**config.mk**
```make
export PLATFORM = sky130hd
export DESIGN_NAME = eil_top
export DESIGN_NICKNAME = d
export VERILOG_FILES = /design/src/pkg/eil_pkg.sv /design/src/hdl/eil_edge_latch.sv /design/src/hdl/eil_top.sv
export VERILOG_INCLUDE_DIRS = /design/src /design/src/pkg
export SDC_FILE = /design/constraint.sdc
export NUM_CORES = 1
export LEC_CHECK = 0
export ABC_AREA = 1
export BUFFER_PORTS_ARGS = -buffer_cell sky130_fd_sc_hd__buf_2
export CAP_MARGIN = 10
export CORE_UTILIZATION = 40
export CTS_BUF_LIST = sky130_fd_sc_hd__clkbuf_4
export CTS_CLUSTER_DIAMETER = 200
export DETAILED_ROUTE_END_ITERATION = 8
export PLACE_DENSITY = 0.72
export SLEW_MARGIN = 20
export SYNTH_ARGS = -nofsm -noshare
export SYNTH_HDL_FRONTEND = slang
export SYNTH_SLANG_ARGS = --single-unit
```
**constraint.sdc**
```tcl
create_clock -name i_clk -period 1.2 [get_ports i_clk]
set_input_delay 0.18 -clock i_clk [delete_from_list [all_inputs] [get_ports i_clk]]
set_output_delay 0.18 -clock i_clk [all_outputs]
set_load 0.01 [all_outputs]
```
**src/pkg/eil_params.svh**
```systemverilog
`ifndef EIL_PARAMS_SVH
`define EIL_PARAMS_SVH

// Register byte offsets.
`define EIL_OFS_STATUS_CTRL 4'h0
`define EIL_OFS_LATCH_STATE 4'h4
`define EIL_OFS_BREAK_CTRL 4'h8

// Field positions in ext_int_status_ctrl.
`define EIL_BIT_SENSE_SEL_A 0
`define EIL_BIT_REQ_MASK_A 1
`define EIL_BIT_ACK_A 2
`define EIL_BIT_SENSE_SEL_B 3
`define EIL_BIT_REQ_MASK_B 4
`define EIL_BIT_ACK_B 5
`define EIL_BIT_LATCH_DISABLE_B 6
`define EIL_BIT_PIN_LEVEL_B 7

// Field positions in the latch state register.
`define EIL_BIT_LATCH_A 0
`define EIL_BIT_LATCH_B 1
`define EIL_BIT_PIN_LEVEL_A 2

// Field position in the break control register.
`define EIL_BIT_BREAK_FLAG_CLEAR_EN 0

// Reset values.
`define EIL_RST_CTRL_BIT 1'b0
`define EIL_RST_PIN_SYNC 1'b1
`define EIL_RST_DATA 32'h0000_0000

// Bus response codes.
`define EIL_RESP_OKAY 2'h0
`define EIL_RESP_SLVERR 2'h2

`endif

```
**src/pkg/eil_pkg.sv**
```systemverilog
package eil_pkg;

  typedef logic [1:0] eil_resp_t;

  typedef logic [31:0] eil_word_t;

  typedef enum logic
  {
    EIL_EDGE_ONLY,
    EIL_EDGE_AND_LEVEL
  } eil_sense_t;

endpackage : eil_pkg

```
**src/hdl/eil_edge_latch.sv**
```systemverilog
`timescale 1ns/1ps
`include "eil_params.svh"

module eil_edge_latch
  import eil_pkg::*;
(
  input wire logic i_clk,
  input wire logic i_rstn,
  input wire logic i_pin_n,
  input wire eil_sense_t i_sense,
  input wire logic i_latch_dis,
  input wire logic i_ack,
  output logic o_latch,
  output logic o_level
);

  logic meta_q;
  logic sync_q;
  logic prev_q;
  logic latch_q;
  logic ack_seen_q;
  logic fall;
  logic low;
  logic level_mode;

  // Two stages before anything reads the pin; the first stage feeds only the second.
  always_ff @(posedge i_clk)
  begin
    if (!i_rstn)
    begin
      meta_q <= `EIL_RST_PIN_SYNC;
      sync_q <= `EIL_RST_PIN_SYNC;
      prev_q <= `EIL_RST_PIN_SYNC;
    end
    else
    begin
      meta_q <= i_pin_n;
      sync_q <= meta_q;
      prev_q <= sync_q;
    end
  end

  assign level_mode = (i_sense == EIL_EDGE_AND_LEVEL);
  assign fall = prev_q & ~sync_q & ~i_latch_dis;
  assign low = ~sync_q & level_mode & ~i_latch_dis;

  always_ff @(posedge i_clk)
  begin
    if (!i_rstn)
    begin
      latch_q <= 1'b0;
    end
    else if (fall)
    begin
      latch_q <= 1'b1;
    end
    else if (level_mode)
    begin
      if ((i_ack | ack_seen_q) & sync_q)
      begin
        latch_q <= 1'b0;
      end
      else if (low)
      begin
        latch_q <= 1'b1;
      end
    end
    else if (i_ack)
    begin
      latch_q <= 1'b0;
    end
  end

  // Remembers an acknowledge taken while the pin was still low.
  always_ff @(posedge i_clk)
  begin
    if (!i_rstn)
    begin
      ack_seen_q <= 1'b0;
    end
    else
    begin
      ack_seen_q <= level_mode & latch_q & ~fall & ~sync_q & (i_ack | ack_seen_q);
    end
  end

  assign o_latch = latch_q;
  assign o_level = sync_q;

endmodule : eil_edge_latch

```
**src/hdl/eil_top.sv**
```systemverilog
// Chosen here: the address map and the AXI4-Lite register port.
`timescale 1ns/1ps
`include "eil_params.svh"

// How it works
// - A low level on either external pin can set an interrupt request latch.
// - Pin a sets only latch a; pin b sets only latch b.
// - A vector fetch acknowledge clears only the latch that caused it.
// - Writing one to ack_a clears latch a.
// - Writing one to ack_b clears latch b.
// - Reset clears both request latches.
// - Pins trigger on falling edges by default; edge plus level is selectable.
// - sense_sel_a selects edge-only or edge-plus-level for pin a.
// - sense_sel_b selects the sensitivity of pin b.
// - In edge-only mode a set latch stays set until acknowledge or reset.
// - In edge-plus-level mode clearing needs both an acknowledge and a high pin.
// - The acknowledge may come before or after the pin goes high.
// - A latched request reaches priority logic only while its mask bit is clear.
// - Both acknowledge bits are write-only and read as zero.
// - latch_disable_b stops pin b from latching; reset clears it.
// - In break state with break_flag_clear_enable zero, acknowledge writes do nothing.
// - pin_level_b reads the level of pin b even while latching is disabled.
module eil_top
  import eil_pkg::*;
(
  input wire logic i_clk,
  input wire logic i_rstn,
  input wire logic i_ext_int_pin_a_n,
  input wire logic i_ext_int_pin_b_n,
  input wire logic i_vec_fetch_ack_a,
  input wire logic i_vec_fetch_ack_b,
  input wire logic i_break_state,
  output logic o_irq_req_a,
  output logic o_irq_req_b,
  input wire logic [3:0] s_axi_awaddr,
  input wire logic [2:0] s_axi_awprot,
  input wire logic s_axi_awvalid,
  output logic s_axi_awready,
  input wire logic [31:0] s_axi_wdata,
  input wire logic [3:0] s_axi_wstrb,
  input wire logic s_axi_wvalid,
  output logic s_axi_wready,
  output logic [1:0] s_axi_bresp,
  output logic s_axi_bvalid,
  input wire logic s_axi_bready,
  input wire logic [3:0] s_axi_araddr,
  input wire logic [2:0] s_axi_arprot,
  input wire logic s_axi_arvalid,
  output logic s_axi_arready,
  output logic [31:0] s_axi_rdata,
  output logic [1:0] s_axi_rresp,
  output logic s_axi_rvalid,
  input wire logic s_axi_rready
);

  logic awready_q;
  logic wready_q;
  logic bvalid_q;
  eil_resp_t bresp_q;
  logic arready_q;
  logic rvalid_q;
  eil_word_t rdata_q;
  eil_resp_t rresp_q;
  logic [3:0] awaddr_q;
  logic [31:0] wdata_q;
  logic [3:0] wstrb_q;
  logic aw_have_q;
  logic w_have_q;

  eil_sense_t sense_sel_a_q;
  eil_sense_t sense_sel_b_q;
  logic req_mask_a_q;
  logic req_mask_b_q;
  logic latch_disable_b_q;
  logic break_flag_clear_enable_q;
  logic irq_req_a_q;
  logic irq_req_b_q;

  logic wr_fire;
  logic wr_ctrl;
  logic wr_brk;
  logic wr_mapped;
  logic ack_allowed;
  logic sw_ack_a;
  logic sw_ack_b;
  logic ack_a;
  logic ack_b;
  logic latch_a;
  logic latch_b;
  logic pin_level_a;
  logic pin_level_b;
  eil_word_t rd_word;
  logic rd_mapped;

  // Write address and data are taken in either order and held until both are present.
  always_ff @(posedge i_clk)
  begin
    if (!i_rstn)
    begin
      awready_q <= 1'b0;
      aw_have_q <= 1'b0;
      awaddr_q <= 4'h0;
    end
    else if (s_axi_awvalid && awready_q)
    begin
      awready_q <= 1'b0;
      aw_have_q <= 1'b1;
      awaddr_q <= s_axi_awaddr;
    end
    else if (wr_fire)
    begin
      aw_have_q <= 1'b0;
    end
    else if (!aw_have_q && !bvalid_q)
    begin
      awready_q <= 1'b1;
    end
  end

  always_ff @(posedge i_clk)
  begin
    if (!i_rstn)
    begin
      wready_q <= 1'b0;
      w_have_q <= 1'b0;
      wdata_q <= `EIL_RST_DATA;
      wstrb_q <= 4'h0;
    end
    else if (s_axi_wvalid && wready_q)
    begin
      wready_q <= 1'b0;
      w_have_q <= 1'b1;
      wdata_q <= s_axi_wdata;
      wstrb_q <= s_axi_wstrb;
    end
    else if (wr_fire)
    begin
      w_have_q <= 1'b0;
    end
    else if (!w_have_q && !bvalid_q)
    begin
      wready_q <= 1'b1;
    end
  end

  assign wr_fire = aw_have_q & w_have_q & ~bvalid_q;
  assign wr_ctrl = wr_fire & (awaddr_q == `EIL_OFS_STATUS_CTRL) & wstrb_q[0];
  assign wr_brk = wr_fire & (awaddr_q == `EIL_OFS_BREAK_CTRL) & wstrb_q[0];
  assign wr_mapped = (awaddr_q == `EIL_OFS_STATUS_CTRL)
    || (awaddr_q == `EIL_OFS_LATCH_STATE)
    || (awaddr_q == `EIL_OFS_BREAK_CTRL);

  // Write response follows the register update; unmapped addresses answer SLVERR.
  always_ff @(posedge i_clk)
  begin
    if (!i_rstn)
    begin
      bvalid_q <= 1'b0;
      bresp_q <= `EIL_RESP_OKAY;
    end
    else if (wr_fire)
    begin
      bvalid_q <= 1'b1;
      bresp_q <= wr_mapped ? `EIL_RESP_OKAY : `EIL_RESP_SLVERR;
    end
    else if (bvalid_q && s_axi_bready)
    begin
      bvalid_q <= 1'b0;
    end
  end

  // Control fields of the status and control register.
  always_ff @(posedge i_clk)
  begin
    if (!i_rstn)
    begin
      sense_sel_a_q <= EIL_EDGE_ONLY;
      sense_sel_b_q <= EIL_EDGE_ONLY;
      req_mask_a_q <= `EIL_RST_CTRL_BIT;
      req_mask_b_q <= `EIL_RST_CTRL_BIT;
      latch_disable_b_q <= `EIL_RST_CTRL_BIT;
    end
    else if (wr_ctrl)
    begin
      sense_sel_a_q <= eil_sense_t'(wdata_q[`EIL_BIT_SENSE_SEL_A]);
      sense_sel_b_q <= eil_sense_t'(wdata_q[`EIL_BIT_SENSE_SEL_B]);
      req_mask_a_q <= wdata_q[`EIL_BIT_REQ_MASK_A];
      req_mask_b_q <= wdata_q[`EIL_BIT_REQ_MASK_B];
      latch_disable_b_q <= wdata_q[`EIL_BIT_LATCH_DISABLE_B];
    end
  end

  always_ff @(posedge i_clk)
  begin
    if (!i_rstn)
    begin
      break_flag_clear_enable_q <= `EIL_RST_CTRL_BIT;
    end
    else if (wr_brk)
    begin
      break_flag_clear_enable_q <= wdata_q[`EIL_BIT_BREAK_FLAG_CLEAR_EN];
    end
  end

  // Software acknowledges are pulses, never stored, and are blocked in protected break.
  assign ack_allowed = ~i_break_state | break_flag_clear_enable_q;
  assign sw_ack_a = wr_ctrl & wdata_q[`EIL_BIT_ACK_A] & ack_allowed;
  assign sw_ack_b = wr_ctrl & wdata_q[`EIL_BIT_ACK_B] & ack_allowed;
  assign ack_a = sw_ack_a | i_vec_fetch_ack_a;
  assign ack_b = sw_ack_b | i_vec_fetch_ack_b;

  eil_edge_latch u_latch_a
  (
    .i_clk(i_clk),
    .i_rstn(i_rstn),
    .i_pin_n(i_ext_int_pin_a_n),
    .i_sense(sense_sel_a_q),
    .i_latch_dis(1'b0),
    .i_ack(ack_a),
    .o_latch(latch_a),
    .o_level(pin_level_a)
  );

  eil_edge_latch u_latch_b
  (
    .i_clk(i_clk),
    .i_rstn(i_rstn),
    .i_pin_n(i_ext_int_pin_b_n),
    .i_sense(sense_sel_b_q),
    .i_latch_dis(latch_disable_b_q),
    .i_ack(ack_b),
    .o_latch(latch_b),
    .o_level(pin_level_b)
  );

  // Masked requests toward the priority logic; the CPU applies its own global mask.
  always_ff @(posedge i_clk)
  begin
    if (!i_rstn)
    begin
      irq_req_a_q <= 1'b0;
      irq_req_b_q <= 1'b0;
    end
    else
    begin
      irq_req_a_q <= latch_a & ~req_mask_a_q;
      irq_req_b_q <= latch_b & ~req_mask_b_q;
    end
  end

  // Read data mux; acknowledge bit positions always read zero.
  always_comb
  begin
    rd_word = `EIL_RST_DATA;
    rd_mapped = 1'b1;
    case (s_axi_araddr)
      `EIL_OFS_STATUS_CTRL:
      begin
        rd_word[`EIL_BIT_SENSE_SEL_A] = sense_sel_a_q;
        rd_word[`EIL_BIT_REQ_MASK_A] = req_mask_a_q;
        rd_word[`EIL_BIT_ACK_A] = 1'b0;
        rd_word[`EIL_BIT_SENSE_SEL_B] = sense_sel_b_q;
        rd_word[`EIL_BIT_REQ_MASK_B] = req_mask_b_q;
        rd_word[`EIL_BIT_ACK_B] = 1'b0;
        rd_word[`EIL_BIT_LATCH_DISABLE_B] = latch_disable_b_q;
        rd_word[`EIL_BIT_PIN_LEVEL_B] = pin_level_b;
      end
      `EIL_OFS_LATCH_STATE:
      begin
        rd_word[`EIL_BIT_LATCH_A] = latch_a;
        rd_word[`EIL_BIT_LATCH_B] = latch_b;
        rd_word[`EIL_BIT_PIN_LEVEL_A] = pin_level_a;
      end
      `EIL_OFS_BREAK_CTRL:
      begin
        rd_word[`EIL_BIT_BREAK_FLAG_CLEAR_EN] = break_flag_clear_enable_q;
      end
      default:
      begin
        rd_mapped = 1'b0;
      end
    endcase
  end

  always_ff @(posedge i_clk)
  begin
    if (!i_rstn)
    begin
      arready_q <= 1'b0;
      rvalid_q <= 1'b0;
      rdata_q <= `EIL_RST_DATA;
      rresp_q <= `EIL_RESP_OKAY;
    end
    else if (s_axi_arvalid && arready_q)
    begin
      arready_q <= 1'b0;
      rvalid_q <= 1'b1;
      rdata_q <= rd_word;
      rresp_q <= rd_mapped ? `EIL_RESP_OKAY : `EIL_RESP_SLVERR;
    end
    else if (rvalid_q && s_axi_rready)
    begin
      rvalid_q <= 1'b0;
    end
    else if (!rvalid_q)
    begin
      arready_q <= 1'b1;
    end
  end

  assign s_axi_awready = awready_q;
  assign s_axi_wready = wready_q;
  assign s_axi_bvalid = bvalid_q;
  assign s_axi_bresp = bresp_q;
  assign s_axi_arready = arready_q;
  assign s_axi_rvalid = rvalid_q;
  assign s_axi_rdata = rdata_q;
  assign s_axi_rresp = rresp_q;
  assign o_irq_req_a = irq_req_a_q;
  assign o_irq_req_b = irq_req_b_q;

endmodule : eil_top

```
==> Word level (Yosys, flattened, before mapping) <==
Cells that the tools add are included.
{ "word_totals": {"ff_bits": 49, "input_bits": 62, "out_inout_bits": 43, "wordCells": 135} }
{ "classes": {"n_eq_ne": 6, "mux": 23, "bitwise_logic": 46, "n_reduce_logical": 29} }
{ "ops": {"columns": ["operator", "count"], "rows": [
  ["$and 1x1->1", 28],
  ["$mux 1", 18],
  ["$not 1->1", 13],
  ["$reduce_and 2->1", 5],
  ["$eq 4x3->1 const B", 2],
  ["$eq 4x4->1 const B", 2],
  ["$logic_not 4->1", 2],
  ["$ne 4x1->1 const B", 2],
  ["$reduce_bool 2->1", 4],
  ["$logic_and 1x1->1", 7],
  ["$reduce_bool 3->1", 2],
  ["$reduce_or 2->1", 3],
  ["$mux 5", 1],
  ["$or 1x1->1", 5],
  ["$mux 2", 2],
  ["$pmux 2 s2", 1],
  ["$logic_not 1->1", 3],
  ["$pmux 1 s3", 1],
  ["$reduce_or 3->1", 1],
  ["$logic_or 1x1->1", 2]
]} }

==> Depth between registers and ports, before layout <==
{ "logic_depth": {"depth_word": 12, "ltp_mapped": 10, "mapped_depth_nobuf": 10} }

==> Modules after synthesis <==
Synthesis repeated with hierarchy kept, for this count alone.
{ "hier_totals": {"cells_unflattened": 275, "hier_area_um2": 2070.7} }
{ "modules_own_cells": {"columns": ["module", "n_inst", "cells_each", "area_per_inst_um2", "seq_area_each_um2"], "rows": [
  ["eil_top", 1, 223, 1640.3, 720.7],
  ["eil_edge_latch", 2, 26, 215.2, 100.1]
]} }

==> Worst setup path after synthesis <==
No wires, ideal clock.
{ "synth_path": {"path_kind": "reg2reg", "from": "reg bvalid_q, in the netlist s_axi_bvalid", "to": "reg u_latch_b.latch_q, in the netlist u_latch_b.o_latch", "setup_ns": 0.114, "t_arrival_ns": 1.053, "required_time_ns": 1.086, "path_slack_ns": 0.034, "stages_incl_launch_ff": 11, "path_buffers": 0, "synth_period_minus_slack_ns": 1.166, "cell_sequence": "dfxtp_1 inv_2 nand3_2 nor2_4 nand3_2 nand3b_2 nand2_2 nand2_1 nand2_1 nand2_1 a21oi_2"} }
{ "synth_between": {"elab_chain_len": 12, "word_cells_on_any_way": 15, "classes_between": "eq/ne (1); mux (3); bitwise (9); reduce/logical (2)"} }
{ "synth_lines": {"columns": ["item", "line_no", "source"], "rows": [
  ["from (decl)", "eil_top.sv:58", "logic bvalid_q;"],
  ["from (signal assigned)", "eil_top.sv:158", "bvalid_q <= 1'b0;"],
  ["from (signal assigned)", "eil_top.sv:163", "bvalid_q <= 1'b1;"],
  ["from (signal assigned)", "eil_top.sv:168", "bvalid_q <= 1'b0;"],
  ["$not 1->1 (*)", "eil_top.sv:146", "assign wr_fire = aw_have_q & w_have_q & ~bvalid_q;"],
  ["$and 1x1->1 (*)", "eil_top.sv:146", null],
  ["$and 1x1->1 (*) (2 in series)", "eil_top.sv:147", "assign wr_ctrl = wr_fire & (awaddr_q == `EIL_OFS_STATUS_CTRL) & wstrb_q[0];"],
  ["$and 1x1->1 (*) (2 in series)", "eil_top.sv:208", "assign sw_ack_b = wr_ctrl & wdata_q[`EIL_BIT_ACK_B] & ack_allowed;"],
  ["$or 1x1->1 (*)", "eil_top.sv:210", "assign ack_b = sw_ack_b | i_vec_fetch_ack_b;"],
  ["$or 1x1->1", "eil_edge_latch.sv:59", "if ((i_ack | ack_seen_q) & sync_q)"],
  ["$and 1x1->1", "eil_edge_latch.sv:59", null],
  ["$mux 1", "eil_edge_latch.sv:59", null],
  ["$mux 1", "eil_edge_latch.sv:57", "else if (level_mode)"],
  ["$mux 1", "eil_edge_latch.sv:53", "else if (fall)"],
  ["to (signal assigned)", "eil_edge_latch.sv:51", "latch_q <= 1'b0;"],
  ["to (signal assigned)", "eil_edge_latch.sv:55", "latch_q <= 1'b1;"],
  ["to (signal assigned)", "eil_edge_latch.sv:61", "latch_q <= 1'b0;"],
  ["to (decl)", "eil_edge_latch.sv:20", "logic latch_q;"]
]} }
Mark *: on every way between the ends. The rest lies on a longest branch, timed or not.
A chain may end at the register's enable or synchronous reset.

==> Worst setup path in the final report <==
{ "layout_path": {"from": "reg awaddr_q[0]", "to": "reg u_latch_a.latch_q, in the netlist u_latch_a.o_latch"} }
{ "layout_between": {"elab_chain_len": 11, "word_cells_on_any_way": 14, "classes_between": "eq/ne (1); mux (3); bitwise (7); reduce/logical (3)"} }
{ "layout_lines": {"columns": ["item", "line_no", "source"], "rows": [
  ["from (decl)", "eil_top.sv:64", "logic [3:0] awaddr_q;"],
  ["from (signal assigned)", "eil_top.sv:108", "awaddr_q <= s_axi_awaddr;"],
  ["$logic_not 4->1 (no line) (*)", null, null],
  ["$and 1x1->1 (*) (2 in series)", "eil_top.sv:147", null],
  ["$and 1x1->1 (*) (2 in series)", "eil_top.sv:207", "assign sw_ack_a = wr_ctrl & wdata_q[`EIL_BIT_ACK_A] & ack_allowed;"],
  ["$or 1x1->1 (*)", "eil_top.sv:209", "assign ack_a = sw_ack_a | i_vec_fetch_ack_a;"],
  ["$or 1x1->1", "eil_edge_latch.sv:59", null],
  ["$and 1x1->1", "eil_edge_latch.sv:59", null],
  ["$mux 1", "eil_edge_latch.sv:59", null],
  ["$mux 1", "eil_edge_latch.sv:57", null],
  ["$mux 1", "eil_edge_latch.sv:53", null],
  ["to (signal assigned)", "eil_edge_latch.sv:51", null],
  ["to (signal assigned)", "eil_edge_latch.sv:55", null],
  ["to (signal assigned)", "eil_edge_latch.sv:61", null],
  ["to (decl)", "eil_edge_latch.sv:20", null]
]} }
Marked as above.

==> impl.org <==
** Outcome
- The flow ran to the end, but the final reports show violations.
- Failing checks :: negative setup slack

** Detailed routing
- The routed design has 4040 µm of wire.
- Remaining antenna violation count after routing :: 0
- After detailed routing, the average wire length per cell comes to between 10 and 15 µm.
- Post-route DRC violation count :: 0
- The detailed router placed 1757 vias in this run.
- Via density per instance :: ~4.4
- Initial drt markers :: between 40 and 50
- Number of detailed-route iterations in the first pass :: 4

** Setup path
- Most used cell, CP :: nor2_1
- The most critical setup path has its startpoint at awaddr_q[0].
- Crit path required time :: roughly 1.5 ns
- Cell breakdown of the critical path :: inv_2 > nand2_2 > nor2_4 > nand3_4 > nand4_4 > nor2_1 > nor2_1 > nor2_1 > nor2_1
- STA classifies the critical path startpoint as a flop.
- The slowest stage of the critical path belongs to the cell dfxtp_2.
- Internal reg-to-reg setup slack :: -0.02 ns
- Worst R2R End :: u_latch_a.o_latch
- Critical path start-end classification :: reg2reg
- In this design, the stage delay of the slowest critical-path cell is between 0.3 and 0.4 ns.
- The worst register-to-register path has a depth of 9.
- Launching point of the worst reg2reg path :: awaddr_q[0]
- Along the worst path, the maximum fanout reaches 3.
- Arrival time of the worst setup path :: 1.50 ns
- The worst setup path is captured at a flop.

** Synth
- Part of the Yosys area used for sequential elements :: approximately 46%
- In the synthesized netlist the async set-or-reset flop fraction comes to 0%.
- In this run the biggest area consumer among cell types represents 45.5% of the synthesized area.
- Summed over all instances, the cell type with the most area after synthesis is dfxtp_1.
- Counting flops and latches in the post-synthesis netlist gives 46.
- Post-Synthesis Cell Area :: ~2000 µm²
- The cell count after synthesis came out at between 200 and 300.
- Synth area leaders :: dfxtp_1 (46%), buf_4 (10%), o21ai_0 (7.2%), nor2_1 (6.3%), a21oi_1 (6.2%)
- Post-synth EDFFs :: 0
- Most used DFF post-synth :: dfxtp_1
- For this run, the number of Yosys warnings is 0.
- Yosys cell types :: 28
- Synth Area per Inst :: a little under 8 µm²

** Pwr
- For this design the static power due to leakage is 1.21 nW.
- In this run the power density over the cells is 1090 nW/µm².
- Internal Dissipation :: 0.00201 W
- The clock network is responsible for approximately a quarter of the overall power.
- Switching share of total power :: 27.6%
- Registers are responsible for 59.6% of the overall power.
- Switching power total :: slightly below 0.0008 W
- Per report_power, the combinational group accounts for between 10% and 20% of the total.
- Maximum VDD drop :: 788 µV

** Layout
- Cells with a size suffix above 1 make up between 30 and 40% of the layout.
- Final Non-Filler Cells :: 398
- Ant. Diodes :: 0
- The layout has ~450 filler cells.
- Most common cell after layout, fill and taps aside :: buf_2
- In the layout the commonest cells are buf_2 (43), dfxtp_1 (39), nor2_1 (34), nand2_1 (29).
- Register area :: between 900 and 1000 µm²
- At the end of the flow, the number of nets in the layout was just under 400.
- Compared with the post-synthesis result, the final layout area differs by 25.8%.
- Multi-input gate area in the final layout :: about 960 µm²

** GRT
- Entering global routing, the biggest net connects 22 pins.
- After global routing the overflow that remains totals 0.
- Global Route Usage Sum :: between 10% and 20%
- The first global-routing pass estimated approximately 6400 µm of wire.
- Number of global-route vias before repair :: 1460
- Antenna violations before repair :: 0

** CTS
- Cell chosen for the clock root :: clkbuf_4
- Clock buffer count from CTS :: 5
- Maximum buffer depth of the clock tree :: 2
- Clock tree from TritonCTS :: yes
- Clock-pin slew was measured on the worst setup and hold paths at approximately 0.12 ns.
- Count of H-tree levels built during CTS :: 2
- For this design, the sink count on the clock tree is 46.
- Clock insertion delay at the later pin of the skew report :: 0.35 ns

** Die
- The floorplan step defined a die boundary enclosing between 5000 and 6000 µm².
- The initial utilization of the core area, before any placement, comes to a little over two fifths.
- Total number of placement rows :: 25
- The region available for standard cell placement spans 4790 µm².
- The die is 73.1 µm tall.
- Count of boundary I/O pins :: between 100 and 150
- Width of the die :: between 70 and 80 µm

** Timing
- Clock skew on the completed layout was measured at around 0.013 ns.
- Max-slew violation total from the final report :: 0
- Worst setup slack after layout :: -0.0160 ns
- Final critical-path share of the clock period :: 101%
- Max Freq :: a little over 0.8 GHz
- Final setup TNS :: -0.0276 ns
- Setup repair after global routing could not meet its margin everywhere.
- The number of hold violations in the final report came to 0.
- The smallest clock period supported by the final layout is computed as roughly 1.2 ns.
- Final setup viols :: 3

** Placed design
- Counting tap cells, the placed design contains a total of roughly 390 instances.
- After legalization and detailed placement, the total HPWL measured roughly 3000 µm.
- Worst setup slack after placement :: -0.0571 ns
- At the end of routability-driven placement, the weighted congestion stood at between 0.8 and 0.9.
- Number of port buffers :: between 40 and 50

** Min path
- Cells on Worst Hold Path :: 2
- The path class of the tightest hold or removal check is in2reg.
- The startpoint identified for the worst hold timing path is i_ext_int_pin_a_n.
- For hold timing, the worst endpoint is u_latch_a.meta_q.

** Run
- The tool flagged a number of max-cap violations equal to 0.
synth_stat cells (all sizes together) (2+ instances only):
cell,instances
dfxtp,46
o21ai,29
buf,29
nand3,9
nor2,36
nand2,34
a211oi,2
inv,32
or2,5
nor3,4
clkbuf,4
a21oi,26
logic make-up (layout without fill, tap and decap cells):
| logic type | Yosys count | after routing | share of synthesized area, % |
|---|---|---|---|
| AND/OR/NAND/NOR | 91 | 91 | 21.4 |
| buffers and inverters | 65 | 107 | 17.1 |
| AO/OA/AOI/OAI | 60 | 60 | 15.8 |
| flip-flops | 46 | 46 | 45.5 |
| other | 1 | 27 | 0.185 |
critical path: cells and delay by family (launching register included):
family | cells | cell delay [ns]
simple gates | 8 | 0.76
buf+inv | 1 | 0.05
flops | 1 | 0.34
metal layers:
metal  track usage, %  wire, µm  vias up
met2             26.1      1910       68
li1                 -         -      921
met5                0         0        -
met3             3.73       247        8
met4             5.88        82        0
met1             19.1      1790      760
worst max path at each step:
stage                              to  slack (ns)  cells after the start
finish              u_latch_a.o_latch       -0.02                      9
detailed placement  u_latch_b.o_latch       -0.06                     10
floorplan           u_latch_b.o_latch        0.03                     10
CTS                 u_latch_b.o_latch       -0.02                     10
global placement    u_latch_b.o_latch       -0.03                     10
global route             req_mask_a_q       -0.11                      6
through the flow:
stage | power, W | area (µm²) | utilization (%) | hold WS, ns
floorplan | 0.00198 | 2120 | - | 0.274
global placement | 0.00207 | 2340 | 48.8 | 0.367
detailed placement | 0.00208 | 2340 | 48.8 | 0.369
CTS | 0.00278 | 2470 | 51.5 | 0.0156
global route | 0.00292 | 2540 | 53.2 | 0.0293
finish | 0.00278 | 2540 | 53.2 | 0.0292
power by group through the flow:
stage | clock (W) | sequential [W] | combinational (W)
floorplan | 0 | 0.00169 | 0.000286
global placement | 0 | 0.00168 | 0.000387
detailed placement | 0 | 0.00168 | 0.000396
CTS | 0.000698 | 0.00165 | 0.000430
global route | 0.000745 | 0.00167 | 0.000509
finish | 0.000667 | 0.00166 | 0.000455
area by class of cell:
cell class	instances	share of cell area (%)
clock buffers	5	1.47
well taps	67	3.29
flip-flops and latches	46	36.5
multi-input cells	178	37.6
inverters	32	4.72
repair buffers	68	16.0
clock inverters	2	0.393
repair_timing:
item / in CTS / in global routing
setup buffers: 1 / 3
pin swaps: 6 / 9
cloned: 0 / 0
gates resized for setup: 17 / 17
hold buffers: 2 / 0
endpoints found under the hold margin: 2 / 0
endpoints found under the setup margin: 7 / 10
No activity file was read; power rests on OpenSTA's default activity.
